**src/hdl/sacc_pkg.sv**
```systemverilog
package sacc_pkg;

  // base clock and result width
  localparam int CLK_PERIOD_PS = 5000;
  localparam int RESULT_BITS = 12;

  // power-down protocol: strobes counted while the serial clock sits low
  localparam int NAP_PULSES = 2;
  localparam int SLEEP_PULSES = 4;

  // documented times, each in its own unit
  localparam int WAKE_PULSE_NS = 60;
  localparam int CONVERSION_START_PULSE_NS = 50;
  localparam int CONVERSION_START_RELEASE_NS = 120;
  localparam int CONVERSION_START_SETUP_NS = 100;
  localparam int SCLK_MIN_PERIOD_PS = 312500;
  localparam int CONVERSION_START_TIME_NS = 4100;
  localparam int CONVERSION_START_GAP_NS = 550;
  localparam int NAP_WAKE_NS = 350;
  localparam int REQ_SPACE_NS = 50;

  // least times round up, longest times round down
  localparam int WAKE_CYC = (WAKE_PULSE_NS * 1000 + CLK_PERIOD_PS - 1) / CLK_PERIOD_PS;
  localparam int CONVERSION_START_HIGH_CYC = (CONVERSION_START_PULSE_NS * 1000 + CLK_PERIOD_PS - 1) / CLK_PERIOD_PS;
  localparam int CONVERSION_START_RELEASE_CYC = (CONVERSION_START_RELEASE_NS * 1000) / CLK_PERIOD_PS;
  localparam int SETUP_CYC = (CONVERSION_START_SETUP_NS * 1000 + CLK_PERIOD_PS - 1) / CLK_PERIOD_PS;
  localparam int SCLK_HALF_CYC = (SCLK_MIN_PERIOD_PS / 2 + CLK_PERIOD_PS - 1) / CLK_PERIOD_PS;
  localparam int GAP_CYC = (CONVERSION_START_GAP_NS * 1000 + CLK_PERIOD_PS - 1) / CLK_PERIOD_PS;
  localparam int NAP_WAKE_CYC = (NAP_WAKE_NS * 1000 + CLK_PERIOD_PS - 1) / CLK_PERIOD_PS;
  localparam int REQ_SPACE_CYC = (REQ_SPACE_NS * 1000 + CLK_PERIOD_PS - 1) / CLK_PERIOD_PS;

  // clock edges per conversion: one per bit decision plus one to finish
  localparam int CONVERSION_START_EDGES = RESULT_BITS + 1;

  // host command codes
  typedef enum logic [1:0] {
    SACC_CMD_CONVERT = 2'h0,
    SACC_CMD_NAP = 2'h1,
    SACC_CMD_SLEEP = 2'h2,
    SACC_CMD_WAKE = 2'h3
  } sacc_cmd_t;

  // device power and conversion modes
  typedef enum logic [2:0] {
    SACC_M_IDLE = 3'h0,
    SACC_M_CONVERSION_START = 3'h1,
    SACC_M_NAP = 3'h3,
    SACC_M_SLEEP = 3'h2,
    SACC_M_POWER_DOWN_REQUEST_N = 3'h6
  } sacc_mode_t;

  // host sequencer states
  typedef enum logic [3:0] {
    SACC_H_IDLE = 4'h0,
    SACC_H_CONVERSION_START_HI = 4'h1,
    SACC_H_SETUP = 4'h3,
    SACC_H_CLK_HI = 4'h2,
    SACC_H_CLK_LO = 4'h6,
    SACC_H_GAP = 4'h7,
    SACC_H_PULSE_HI = 4'h5,
    SACC_H_PULSE_LO = 4'h4,
    SACC_H_WAKE = 4'hC,
    SACC_H_WAIT = 4'hD
  } sacc_hstate_t;

endpackage

```
**src/hdl/sacc_link_if.sv**
```systemverilog
`timescale 1ns/100ps
interface sacc_link_if;
  logic conversion_start;
  logic sclk;
  logic power_down_request_n;
  logic dout;
  logic dout_oe;
  logic reference_ready;
  wire dout_wire;

  // released data pin reads low, as with a weak pull-down on the board
  assign dout_wire = dout_oe ? dout : 1'b0;

  modport device (
    input conversion_start,
    input sclk,
    input power_down_request_n,
    output dout,
    output dout_oe,
    output reference_ready
  );

  modport host (
    output conversion_start,
    output sclk,
    output power_down_request_n,
    input dout_wire,
    input reference_ready
  );
endinterface

```
**src/hdl/sacc_device.sv**
```systemverilog
`timescale 1ns/100ps
module sacc_device
  import sacc_pkg::*;
#(
  parameter int BITS = RESULT_BITS
) (
  input wire logic clk,
  input wire logic resetn,
  sacc_link_if.device link,
  input wire logic [BITS-1:0] analog_code,
  output logic [BITS-1:0] result,
  output logic result_valid,
  output logic busy,
  output sacc_mode_t power_mode
);

  localparam int SY = 3;
  localparam int HC_W = $clog2(WAKE_CYC + 1);
  localparam logic [HC_W-1:0] WAKE_CNT = HC_W'(WAKE_CYC);
  localparam logic [HC_W-1:0] HC_FIRST = HC_W'(1);
  localparam logic [2:0] NAP_CNT = 3'(NAP_PULSES);
  localparam logic [2:0] SLEEP_CNT = 3'(SLEEP_PULSES);
  localparam logic [BITS-1:0] MSB_MASK = {1'b1, {(BITS-1){1'b0}}};

  // input index: 0 strobe, 1 serial clock, 2 shutdown
  logic [SY-1:0] sync_a_reg, sync_a_next;
  logic [SY-1:0] sync_b_reg, sync_b_next;
  logic [SY-1:0] sync_c_reg, sync_c_next;
  logic [SY-1:0] stable_reg, stable_next;

  // pins are asynchronous to clk; a change counts once b and c agree
  always_comb begin
    sync_a_next = {link.power_down_request_n, link.sclk, link.conversion_start};
    sync_b_next = sync_a_reg;
    sync_c_next = sync_b_reg;
    stable_next = stable_reg;
    for (int i = 0; i < SY; i++) begin
      if (sync_b_reg[i] == sync_c_reg[i]) begin
        stable_next[i] = sync_c_reg[i];
      end
    end
  end

  always_ff @(posedge clk or negedge resetn) begin
    if (!resetn) begin
      sync_a_reg <= 3'h4;
      sync_b_reg <= 3'h4;
      sync_c_reg <= 3'h4;
      stable_reg <= 3'h4; // shutdown released, clock and strobe low
    end else begin
      sync_a_reg <= sync_a_next;
      sync_b_reg <= sync_b_next;
      sync_c_reg <= sync_c_next;
      stable_reg <= stable_next;
    end
  end

  logic conversion_start_rise;
  logic sclk_rise;
  logic sclk_fall;
  logic power_down_request_n_active;

  // edges of the filtered pin levels, and the filtered shutdown level
  assign conversion_start_rise = stable_next[0] & ~stable_reg[0];
  assign sclk_rise = stable_next[1] & ~stable_reg[1];
  assign sclk_fall = ~stable_next[1] & stable_reg[1];
  assign power_down_request_n_active = ~stable_reg[2];

  sacc_mode_t mode_reg, mode_next;
  logic [HC_W-1:0] high_cnt_reg, high_cnt_next;
  logic [2:0] pulse_cnt_reg, pulse_cnt_next;
  logic [BITS-1:0] hold_reg, hold_next;
  logic [BITS-1:0] successive_approx_register_reg, successive_approx_register_next;
  logic [BITS-1:0] mask_reg, mask_next;
  logic [BITS-1:0] trial;
  logic [BITS-1:0] result_reg, result_next;
  logic valid_reg, valid_next;
  logic dout_reg, dout_next;
  logic oe_reg, oe_next;
  logic ref_rdy_reg, ref_rdy_next;
  logic wake_ok;

  // mode, conversion and power-down sequencing
  always_comb begin
    mode_next = mode_reg;
    high_cnt_next = high_cnt_reg;
    pulse_cnt_next = pulse_cnt_reg;
    hold_next = hold_reg;
    successive_approx_register_next = successive_approx_register_reg;
    mask_next = mask_reg;
    result_next = result_reg;
    valid_next = 1'b0;
    dout_next = dout_reg;
    oe_next = oe_reg;
    trial = successive_approx_register_reg | mask_reg;

    // clock high time, saturating; starts at one so an exact minimum pulse still wakes
    if (sclk_rise) begin
      high_cnt_next = HC_FIRST;
    end else if (stable_reg[1] && high_cnt_reg != WAKE_CNT) begin
      high_cnt_next = high_cnt_reg + 1'b1;
    end
    wake_ok = sclk_fall && (high_cnt_reg == WAKE_CNT);

    if (sclk_rise) begin
      pulse_cnt_next = '0;
    end else if (conversion_start_rise && !stable_reg[1] && pulse_cnt_reg != SLEEP_CNT) begin
      pulse_cnt_next = pulse_cnt_reg + 1'b1;
    end

    if (power_down_request_n_active) begin
      mode_next = SACC_M_POWER_DOWN_REQUEST_N;
      oe_next = 1'b0;
      pulse_cnt_next = '0;
      mask_next = '0;
    end else begin
      case (mode_reg)
        SACC_M_POWER_DOWN_REQUEST_N: begin
          mode_next = SACC_M_IDLE;
        end
        SACC_M_IDLE: begin
          if (conversion_start_rise) begin
            mode_next = SACC_M_CONVERSION_START;
            hold_next = analog_code;
            successive_approx_register_next = '0;
            mask_next = MSB_MASK;
          end
        end
        SACC_M_CONVERSION_START: begin
          if (conversion_start_rise && pulse_cnt_next == NAP_CNT) begin
            // second strobe with clock low naps
            mode_next = SACC_M_NAP;
            oe_next = 1'b0;
            mask_next = '0;
          end else if (sclk_rise) begin
            if (mask_reg == '0) begin
              mode_next = SACC_M_IDLE;
              oe_next = 1'b0;
              result_next = successive_approx_register_reg;
              valid_next = 1'b1;
            end else begin
              // one decided bit per clock rise
              oe_next = 1'b1;
              dout_next = (trial <= hold_reg);
              if (trial <= hold_reg) begin
                successive_approx_register_next = trial;
              end
              mask_next = mask_reg >> 1;
            end
          end
        end
        SACC_M_NAP: begin
          if (wake_ok) begin
            mode_next = SACC_M_IDLE;
          end else if (conversion_start_rise && pulse_cnt_next == SLEEP_CNT) begin
            mode_next = SACC_M_SLEEP;
          end
        end
        SACC_M_SLEEP: begin
          if (wake_ok) begin
            mode_next = SACC_M_IDLE;
          end
        end
        default: begin
          mode_next = SACC_M_IDLE;
          oe_next = 1'b0;
        end
      endcase
    end

    ref_rdy_next = (mode_next != SACC_M_POWER_DOWN_REQUEST_N);
  end

  always_ff @(posedge clk or negedge resetn) begin
    if (!resetn) begin
      mode_reg <= SACC_M_IDLE;
      high_cnt_reg <= '0;
      pulse_cnt_reg <= '0;
      hold_reg <= '0;
      successive_approx_register_reg <= '0;
      mask_reg <= '0;
      result_reg <= '0;
      valid_reg <= 1'b0;
      dout_reg <= 1'b0;
      oe_reg <= 1'b0;
      ref_rdy_reg <= 1'b0;
    end else begin
      mode_reg <= mode_next;
      high_cnt_reg <= high_cnt_next;
      pulse_cnt_reg <= pulse_cnt_next;
      hold_reg <= hold_next;
      successive_approx_register_reg <= successive_approx_register_next;
      mask_reg <= mask_next;
      result_reg <= result_next;
      valid_reg <= valid_next;
      dout_reg <= dout_next;
      oe_reg <= oe_next;
      ref_rdy_reg <= ref_rdy_next;
    end
  end

  // pin and user outputs, all registered except busy decode
  assign link.dout = dout_reg;
  assign link.dout_oe = oe_reg;
  assign link.reference_ready = ref_rdy_reg;
  assign result = result_reg;
  assign result_valid = valid_reg;
  assign busy = (mode_reg == SACC_M_CONVERSION_START);
  assign power_mode = mode_reg;

endmodule

```
**src/flat_wrapper.sv**
```systemverilog
// flat-port wrapper written by rule: the top's interface ports become plain ports
module sacc_device_flat import sacc_pkg::*;
#(
  parameter int BITS = RESULT_BITS
)
  (clk, resetn, analog_code, result, result_valid, busy, power_mode, link_conversion_start, link_sclk, link_power_down_request_n, link_dout, link_dout_oe, link_reference_ready);
  sacc_link_if link_i ();
  input wire logic clk;
  input wire logic resetn;
  input wire logic [BITS-1:0] analog_code;
  output logic [BITS-1:0] result;
  output logic result_valid;
  output logic busy;
  output sacc_mode_t power_mode;
  input wire logic [$bits(link_i.conversion_start)-1:0] link_conversion_start;
  input wire logic [$bits(link_i.sclk)-1:0] link_sclk;
  input wire logic [$bits(link_i.power_down_request_n)-1:0] link_power_down_request_n;
  output wire logic [$bits(link_i.dout)-1:0] link_dout;
  output wire logic [$bits(link_i.dout_oe)-1:0] link_dout_oe;
  output wire logic [$bits(link_i.reference_ready)-1:0] link_reference_ready;
  assign link_i.conversion_start = link_conversion_start;
  assign link_i.sclk = link_sclk;
  assign link_i.power_down_request_n = link_power_down_request_n;
  assign link_dout = link_i.dout;
  assign link_dout_oe = link_i.dout_oe;
  assign link_reference_ready = link_i.reference_ready;
  sacc_device #(.BITS(BITS)) u_core (.clk(clk), .resetn(resetn), .link(link_i), .analog_code(analog_code), .result(result), .result_valid(result_valid), .busy(busy), .power_mode(power_mode));
endmodule
```
**config.mk**
```make
export PLATFORM = sky130hd
export DESIGN_NAME = sacc_device_flat
export DESIGN_NICKNAME = d
export VERILOG_FILES = /design/src/hdl/sacc_pkg.sv /design/src/hdl/sacc_link_if.sv /design/src/hdl/sacc_device.sv /design/src/flat_wrapper.sv
export SDC_FILE = /design/constraint.sdc
export NUM_CORES = 1
export LEC_CHECK = 0
export BUFFER_PORTS_ARGS = -buffer_cell sky130_fd_sc_hd__clkbuf_2
export CORE_MARGIN = 4
export CORE_UTILIZATION = 35
export DETAILED_ROUTE_END_ITERATION = 10
export GPL_TIMING_DRIVEN = 0
export MAX_ROUTING_LAYER = met4
export PLACE_DENSITY_LB_ADDON = 0.05
export SKIP_LAST_GASP = 1
export SYNTH_ARGS = -nofsm -noshare
export SYNTH_HDL_FRONTEND = slang
export SYNTH_SLANG_ARGS = --single-unit
```
**constraint.sdc**
```tcl
create_clock -name clk -period 3.05 [get_ports clk]
set_input_delay 0.61 -clock clk [delete_from_list [all_inputs] [get_ports clk]]
set_output_delay 0.61 -clock clk [all_outputs]
set_load 0.005 [all_outputs]
```
==> results of run 1 <==
-- per-layer routing --
metal / track usage [%] / share of wire, % / up-vias
met1: 20.4 / 52 / 1105
met3: 3.07 / 2.9 / 10
met2: 20.1 / 44 / 36
li1: - / - / 1147
met5: - / 0 / -
met4: 4.93 / 1.5 / 0
-- area by class of cell --
cell class              instances  area (µm²)
plain buffers                  12        77.6
clock buffers                   9         124
clock inverters                 7        93.8
fillers                       947        5350
inverters                      19        71.3
multi-input cells             195        1420
flip-flops and latches         74        1860
well taps                     129         161
repair buffers                 37         210
-- cell families (layout without fill, tap and decap cells) --
logic type | count (synthesis) | in the layout | share of synthesized area (%)
AND/OR/NAND/NOR | 94 | 94 | 14.8
adder cells (fa/ha/maj) | 18 | 18 | 6.42
multiplexers | 25 | 25 | 8.17
AO/OA/AOI/OAI | 54 | 54 | 11.1
XOR/XNOR | 4 | 4 | 1.02
buffers and inverters | 31 | 84 | 4.34
flip-flops | 74 | 74 | 54.1
-- cells in the final DEF (no fill, tap or decap), types with 3 or more instances in the layout --
cell / instances
or2_2: 11
xor2_1: 3
mux2_2: 24
clkbuf_1: 5
nor2_2: 4
nor2_1: 10
inv_1: 19
nand3_1: 10
ha_1: 16
a21oi_1: 9
nor4_1: 4
buf_6: 3
o21ai_0: 15
o21ai_1: 4
clkbuf_2: 35
clkbuf_8: 9
dfstp_2: 4
nand2_1: 34
dfrtp_1: 70
a22o_1: 11
nand4_1: 5
-- stage by stage --
stage / hold slack (ps) / std cells
global placement: 332 / 465
finish: 152 / 482
global route: 144 / 482
detailed placement: 339 / 466
CTS: 139 / 482
floorplan: 314 / 300
-- power by group through the flow --
stage | Sequential, W | Combinational [W] | Clock (W)
3_5_place_dp | 0.00114 | 0.000270 | 0
5_1_grt | 0.00113 | 0.000309 | 0.000917
6_report | 0.00112 | 0.000263 | 0.000836
4_1_cts | 0.00112 | 0.000272 | 0.000871
3_3_place_gp | 0.00114 | 0.000257 | 0
2_1_floorplan | 0.00112 | 0.000186 | 0
-- final timing paths --
kind,to,slack (ps),startpoint
worst max-delay path,u_core.successive_approx_register_reg[4],700,u_core.mask_reg[1]
max in group asynchronous,u_core.sync_b_reg[2],2290,resetn
worst min register to register,u_core.sync_b_reg[0],360,u_core.sync_a_reg[0]
worst max register to register,u_core.successive_approx_register_reg[4],700,u_core.mask_reg[1]
worst min-delay path,u_core.power_mode[2],150,resetn
min in group clk,u_core.sync_a_reg[2],340,link_power_down_request_n
==> summary.md, run 1 <==
| Metric | Value |
|---|---|
| Mean Syn Cell Area | ~11 µm² |
| Gr usage total | between 10% and 20% |
| Peak supply drop | approximately 0.26 mV |
| LEAKAGE | slightly below 2 nW |
| GPL Wtd Cong | 0.775 |
| Slowest-stage cell, CP | o41a_1 |
| Die X | 107 µm |
| CP Max Fanout | 10 |
| Grt ovf | 0 |
| DR pass1 iterations | 4 |
| Slew @ Worst Pin | a little under 500 ps |
| Critical path cell sequence | or2_2, ha_1, nor2b_1, o211ai_1, a21oi_1, o41a_1, buf_2, o21ai_0 |
| Post-cts sizing count | 0 |
| PortBufs | 36 |
| Comb pwr share | about an eighth |
| Crit. path cell count | 8 |
| Nets | between 300 and 400 |
| CP max stage delay | 460 ps |
| Max transition margin | about 67% |
| DR vias/cell | around 4.8 |
| Row Count | 35 |
| Post-synthesis sequential area ratio | 54.1% |
| Total chip power | ~0.0022 W |
| Core Footprint | about 0.0094 mm² |
| Slew Viols, Final | 0 |
| Clk_lat worst skew | roughly 350 ps |
| Die ar. | roughly 0.011 mm² |
| Setup bufs post-CTS | 0 |
| Clock Power Share | 37.7% |
| Critical Path Start Type | flop |
| Largest net degree at the start of global routing | 60 |
| CTS tree | done |
| Kind of critical path | flop to flop |
| Initial Util | 36.6% |
| Clock sinks | 74 |
| Core Util, Final | around 43% |
| PwrDens | approximately 550 mW/mm² |
| FMAX | 426 MHz |
| Post-route DRC | 0 |
| Die height | between 100 and 150 µm |
| Synth warn | 0 |
| Register bit total from synthesis | 74 |
| Setup Skew | approximately 9 ps |
| Async S/R FF share, synth | between 90% and 100% |
| Seq pwr share | approximately 50% |
| Switching share of power | between 20% and 30% |
| RSZ-0062 raised after global routing | no |
| Clock Pin Slew Worst Setup and Hold Paths | approximately 80 ps |
| DRT Wirelength | ~7000 µm |
| Tcrit/Tclk final | 76.9% |
| Crit path buf inv count | 1 |
| Endpoint class of the critical path | flop |
| Switching pwr | about 0.00057 W |
| Via count | approximately 2300 |
| Ant. Diodes | 0 |
| Detail Route Antenna Nets | 0 |
| TritonCTS Buffers | 9 |
| Share of the synthesized area in the top cell type | between 50% and 60% |
| Post-DP HPWL | approximately 5200 µm |
| Post-Syn Nets | between 300 and 400 |
| IO Count | 37 |
| Max Cap Viol | 0 |
| Clk buf depth | 2 |
| Data required time at the worst endpoint | between 3000 and 4000 ps |
| Synth top cells by count | dfrtp_1 (70), nand2_1 (34), mux2_2 (24), inv_1 (19), ha_1 (16) |
| Biggest area consumer among synthesized cells | dfrtp_1 |
| Post-synth EDFFs | 0 |
| DRT iter0 DRCs | ~100 |
| Top-count cell post-synth | dfrtp_1 |
| CP top delay family | compound AO/OA/AOI/OAI gates |
| H-tree levels | 3 |
| Worst reg-to-reg path cell count | 8 |
| Initial antenna violation count | 0 |
| Finished Cell Area | 0.00402 mm² |
| Internal power | about 0.0016 W |
| Run status | complete, no violations |
| Final Hold Viols | 0 |
| WL per Instance | around 15 µm |
| Syn Inst Count | 300 |
| Place WS | roughly 700 ps |
| Netlist Area Pre-Place | 0.00343 mm² |
| Hold Crit Class | input port to async pin |
| Share of cells above drive strength 1 | roughly a third |
| Vias in the first global route | roughly 2400 |
| Hold buffers post-CTS | 0 |
| Synth area leaders | dfrtp_1 (51%), mux2_2 (7.9%), ha_1 (5.8%) |
| Synth Flop Type | dfrtp_1 |
| Synth unique cells | 51 |
| Fin worst setup slack | approximately 700 ps |
| First-pass GRT wire length | around 12000 µm |
| Final setup TNS | 0 ps |
| Cell Area, Placed | 0.00380 mm² |
| Clock Root Buffer | clkbuf_8 |
| Tmin final | approximately 2300 ps |
| Area grow syn2layout | 17.2% |
| Final setup fails | 0 |
| Crit path DAT | between 2000 and 3000 ps |
(Power assumes the default switching activity.)
==> inputs of run 2 (changes only) <==
- clock period: 3.05 -> 2.3 ns (I/O delays scaled with it)
==> run 2 against run 1 <==
Non-clock buffer count rose by 8. Final area increased by 2.4%. Hold slack better by 36 ps. Sequential share of layout area decreased by 1.0 points. Register-to-register slack worse by 600 ps. Sequential cell count did not move. First-iteration DRC count did not move. Combinational power up 38%. Utilization is 1.0 points higher. Critical path depth shrank 1. Critical path type unchanged.
==> summary.md, run 2 (same netlist as run 1, synthesis figures left out) <==
| Metric | Value |
|---|---|
| Run status | complete, no violations |
| Cell Area, Placed | 0.00380 mm² |
| Die height | between 100 and 150 µm |
| Worst reg-to-reg setup slack | approximately 100 ps |
| Most frequent cells in the layout | dfrtp_1 (69), clkbuf_2 (35), nand2_1 (34) |
| Max Cap Viol | 0 |
| Initial Util | 36.6% |
| Grt ovf | 0 |
| Gr usage total | 14.3% |
| Min-delay src | link_power_down_request_n |
| CTS tree | done |
| Die X | roughly 110 µm |
| Ant. Diodes | 0 |
| Worst reg-to-reg path cell count | 7 |
| Endpoint class of the critical path | flop |
| CP Max Fanout | 10 |
| Reg2reg end | u_core.successive_approx_register_reg[4] |
| Peak supply drop | 0.349 mV |
| Area grow syn2layout | 20.0% |
| Vias in the first global route | around 2400 |
| DRT Wirelength | a little over 7000 µm |
| RSZ-0062 raised after global routing | yes |
| PortBufs | 36 |
| DRT iter0 DRCs | between 100 and 150 |
| Clk_lat worst skew | 350 ps |
| TritonCTS Buffers | 9 |
| Post-DP HPWL | 5220 µm |
| Final hold slack | between 150 and 200 ps |
| DR pass1 iterations | 7 |
| Commonest non-fill, non-tap cell in the layout | dfrtp_1 |
| Max transition margin | 66.3% |
| Row Count | 35 |
| Post-route DRC | 0 |
| Finished Cell Area | between 0.004 and 0.005 mm² |
| FMAX | between 400 and 500 MHz |
| Critical R2R Launch | u_core.mask_reg[9] |
| Hold path depth | 1 |
| Slew @ Worst Pin | 505 ps |
| Largest net degree at the start of global routing | 60 |
| DR vias/cell | ~4.8 |
| Clock Root Buffer | clkbuf_8 |
| First-pass GRT wire length | about 12000 µm |
| Critical Path Start Type | flop |
| IO Count | 37 |
| Slew Viols, Final | 0 |
| Initial antenna violation count | 0 |
| Final setup fails | 0 |
| PwrDens | between 700 and 800 mW/mm² |
| Post-Layout Cell Count | about 500 |
| LEAKAGE | ~2 nW |
| Tcrit/Tclk final | 95.5% |
| Setup Skew | a little over 8 ps |
| Final Hold Viols | 0 |
| Die ar. | 0.0114 mm² |
| Clock Pin Slew Worst Setup and Hold Paths | 80 ps |
| Nets | 389 |
| Hold Crit Class | input port to flop |
| Clk buf depth | 2 |
| WL per Instance | approximately 15 µm |
| Tmin final | roughly 2200 ps |
| Data required time at the worst endpoint | about 2600 ps |
| Core Footprint | between 0.009 and 0.01 mm² |
| Via count | 2330 |
| Final setup TNS | 0 ps |
| Dpl cells | between 400 and 500 |
| Share of cells above drive strength 1 | between 30% and 40% |
| Crit path DAT | 2460 ps |
| H-tree levels | 3 |
| Detail Route Antenna Nets | 0 |
| Kind of critical path | flop to flop |
| WHS Endpoint | u_core.sync_a_reg[2] |
| GPL Wtd Cong | a little under 0.8 |
| Clock sinks | 74 |
## run 2: critical path, cell delays in order (launching register included)
cell     delay [ps]
dfrtp_1         410
or2_2           330
ha_1            310
a21oi_2         160
o21ai_0          90
o41a_1          480
buf_6           180
o21ai_0         160
## run 2: timing repair
item | CTS | global route
endpoints found under the hold margin | 15 | 0
gates resized for setup | 1 | 8
setup endpoints to repair | 10 | 10
pin swaps | 0 | 1
setup buffers | 1 | 6
hold buffers | 1 | 0
## run 2: per-stage QoR
step | utilization [%] | worst slack (ps) | power [W]
finish | 43.9 | 103 | 0.00295
CTS | 43.1 | 2.67 | 0.00300
detailed placement | 40.6 | -51.8 | 0.00187
floorplan | - | 188 | 0.00174
global placement | 40.2 | -59.2 | 0.00185
global route | 43.9 | 3.64 | 0.00314
## run 2: area by class of cell
type | instances | area (µm²)
sequential | 74 | 1860
fill | 940 | 5260
clock buffer | 9 | 124
multi-input combinational | 195 | 1450
inverter | 19 | 71.3
buffer | 12 | 83.8
tap | 129 | 161
timing repair buffer | 45 | 273
clock inverter | 7 | 93.8
## run 2: how the worst max path moves through the flow
stage | startpoint | endpoint | slack, ps | cells after the start
after floorplan | u_core.mask_reg[1] | u_core.successive_approx_register_reg[0] | 190 | 8
after global placement | u_core.mask_reg[1] | u_core.successive_approx_register_reg[4] | -60 | 8
after detailed placement | u_core.mask_reg[1] | u_core.successive_approx_register_reg[3] | -50 | 8
after CTS | u_core.mask_reg[1] | u_core.successive_approx_register_reg[11] | 3 | 8
after global routing | u_core.mask_reg[1] | u_core.successive_approx_register_reg[4] | 4 | 8
final | u_core.mask_reg[9] | u_core.successive_approx_register_reg[4] | 100 | 7
## run 2: where the power goes
group          internal (W)  switching (W)
Clock              0.000608       0.000498
Sequential          0.00141      0.0000730
Combinational      0.000169       0.000195
## run 2: routing by layer
metal	global-route usage [%]	vias to the layer above	part of all wire (%)
met4	4.93	0	1.4
met5	-	-	0
li1	-	1163	-
met3	3.01	9	3.8
met2	20.2	51	44
met1	20.4	1107	51
==> inputs of run 3 (changes only) <==
- clock period: 2.3 -> 2.5 ns (I/O delays scaled with it)
==> run 3 against run 2 <==
First-iteration DRC count stayed put. Power is 8.4% lower. Via count down 1.6%. Critical path depth increased by 1. Sequential cell count unchanged. Critical path type unchanged. Critical endpoint unchanged.
==> summary.md, run 3 (same netlist as run 1, synthesis figures left out) <==
| Metric | Value |
|---|---|
| GPL Wtd Cong | approximately 0.77 |
| Switching pwr | about 0.0007 W |
| Tcrit/Tclk final | 92.6% |
| Post-DP HPWL | 5220 µm |
| Run status | complete, no violations |
| Detail Route Antenna Nets | 0 |
| Ant. Diodes | 0 |
| Vias in the first global route | between 2000 and 2500 |
| Switching share of power | 25.9% |
| Row Count | 35 |
| First-pass GRT wire length | 12400 µm |
| PortBufs | 36 |
| Total chip power | 0.00270 W |
| Post-route DRC | 0 |
| Max transition margin | about two thirds |
| Final hold slack | 41.9 ps |
| Tmin final | roughly 2300 ps |
| Hold Crit Class | input port to async pin |
| Initial Util | between 30 and 40% |
| Slew Viols, Final | 0 |
| IO Count | 37 |
| Critical R2R Launch | u_core.mask_reg[1] |
| Gr usage total | between 10% and 20% |
| Slew @ Worst Pin | just under 500 ps |
| Clk buf depth | 2 |
| DRT iter0 DRCs | approximately 100 |
| Commonest non-fill, non-tap cell in the layout | dfrtp_1 |
| Peak supply drop | about 0.32 mV |
| WL per Instance | between 15 and 20 µm |
| Seq pwr share | 50.4% |
| CP Max Fanout | 10 |
| CP startpoint | u_core.mask_reg[1] |
| Clock sinks | 74 |
| Final setup TNS | 0 ps |
| Finished Cell Area | slightly above 0.004 mm² |
| Crit path DAT | between 2000 and 3000 ps |
| LEAKAGE | 1.95 nW |
| FMAX | between 400 and 500 MHz |
| CTS tree | done |
| Hold buffers post-CTS | 0 |
| TritonCTS Buffers | 9 |
| Kind of critical path | flop to flop |
| Clk_lat worst skew | ~350 ps |
| DR vias/cell | around 4.8 |
| Worst reg-to-reg setup slack | 180 ps |
| Via count | ~2300 |
| Die height | about 110 µm |
| Comb pwr share | approximately an eighth |
| H-tree levels | 3 |
| Final Hold Viols | 0 |
| Final setup fails | 0 |
| Nets | roughly 380 |
| Grt ovf | 0 |
| Largest net degree at the start of global routing | 60 |
| Setup Skew | 8.56 ps |
| Area grow syn2layout | 17.3% |
| Critical Path Start Type | flop |
| Clock Pin Slew Worst Setup and Hold Paths | 80 ps |
| DR pass1 iterations | 4 |
| Share of cells above drive strength 1 | 32.3% |
| PwrDens | around 670 mW/mm² |
| Reg2reg end | u_core.successive_approx_register_reg[4] |
| Data required time at the worst endpoint | 2760 ps |
| DRT Wirelength | 7240 µm |
| Internal power | 0.00200 W |
| RSZ-0062 raised after global routing | no |
| Cell Area, Placed | about 0.0038 mm² |
| Die X | around 110 µm |
| Max Cap Viol | 0 |
| Endpoint class of the critical path | flop |
| Most frequent cells in the layout | dfrtp_1 (69), clkbuf_2 (35), nand2_1 (34) |
| Initial antenna violation count | 0 |
| Core Footprint | 0.00937 mm² |
| Clock Power Share | a little under two fifths |
| Clock Root Buffer | clkbuf_8 |
| Die ar. | ~0.011 mm² |
| Worst reg-to-reg path cell count | 8 |
## run 3: area by class of cell
class | count | area [µm²]
Buffer | 12 | 80.1
Timing Repair Buffer | 37 | 210
Multi-Input combinational cell | 195 | 1420
Tap cell | 129 | 161
Clock buffer | 9 | 124
Inverter | 19 | 71.3
Sequential cell | 74 | 1860
Fill cell | 947 | 5350
Clock inverter | 7 | 93.8
## run 3: repair_timing
action,CTS,global route
buffers inserted,0,0
gates resized for setup,0,3
setup endpoints to repair,0,4
## run 3: layer usage
layer  vias up  share of wire (%)  track usage (%)
met4         0                1.4             4.93
met2        39                 44             20.1
met1      1099                 51             20.4
met5         -                  0                -
met3         9                3.3             3.07
li1       1146                  -                -
## run 3: worst max path at each step
stage / to / slack (ps) / cells after the start
after floorplan: u_core.successive_approx_register_reg[0] / 390 / 8
after global placement: u_core.successive_approx_register_reg[4] / 140 / 8
after detailed placement: u_core.successive_approx_register_reg[3] / 150 / 8
after CTS: u_core.successive_approx_register_reg[11] / 120 / 8
after global routing: u_core.successive_approx_register_reg[0] / 20 / 8
final: u_core.successive_approx_register_reg[4] / 180 / 8
## run 3: metrics by stage
step,std cells,setup WS [ps],utilization [%]
after CTS,482,121,42.9
after floorplan,300,388,-
final,482,184,42.9
after detailed placement,466,148,40.6
after global routing,482,15.1,42.9
after global placement,465,141,40.2
## run 3: power by group through the flow
stage	clock (W)	combinational, W	sequential, W
finish	0.00102	0.000321	0.00136
floorplan	0	0.000227	0.00137
global placement	0	0.000314	0.00139
detailed placement	0	0.000329	0.00139
CTS	0.00106	0.000332	0.00136
global route	0.00112	0.000377	0.00138
## run 3: critical path: stages (launching register included)
cell,delay [ps]
dfrtp_2,440
or2_2,300
ha_1,290
nor2b_1,130
o211ai_1,160
a21oi_1,90
o41a_1,460
buf_4,200
o21ai_0,160
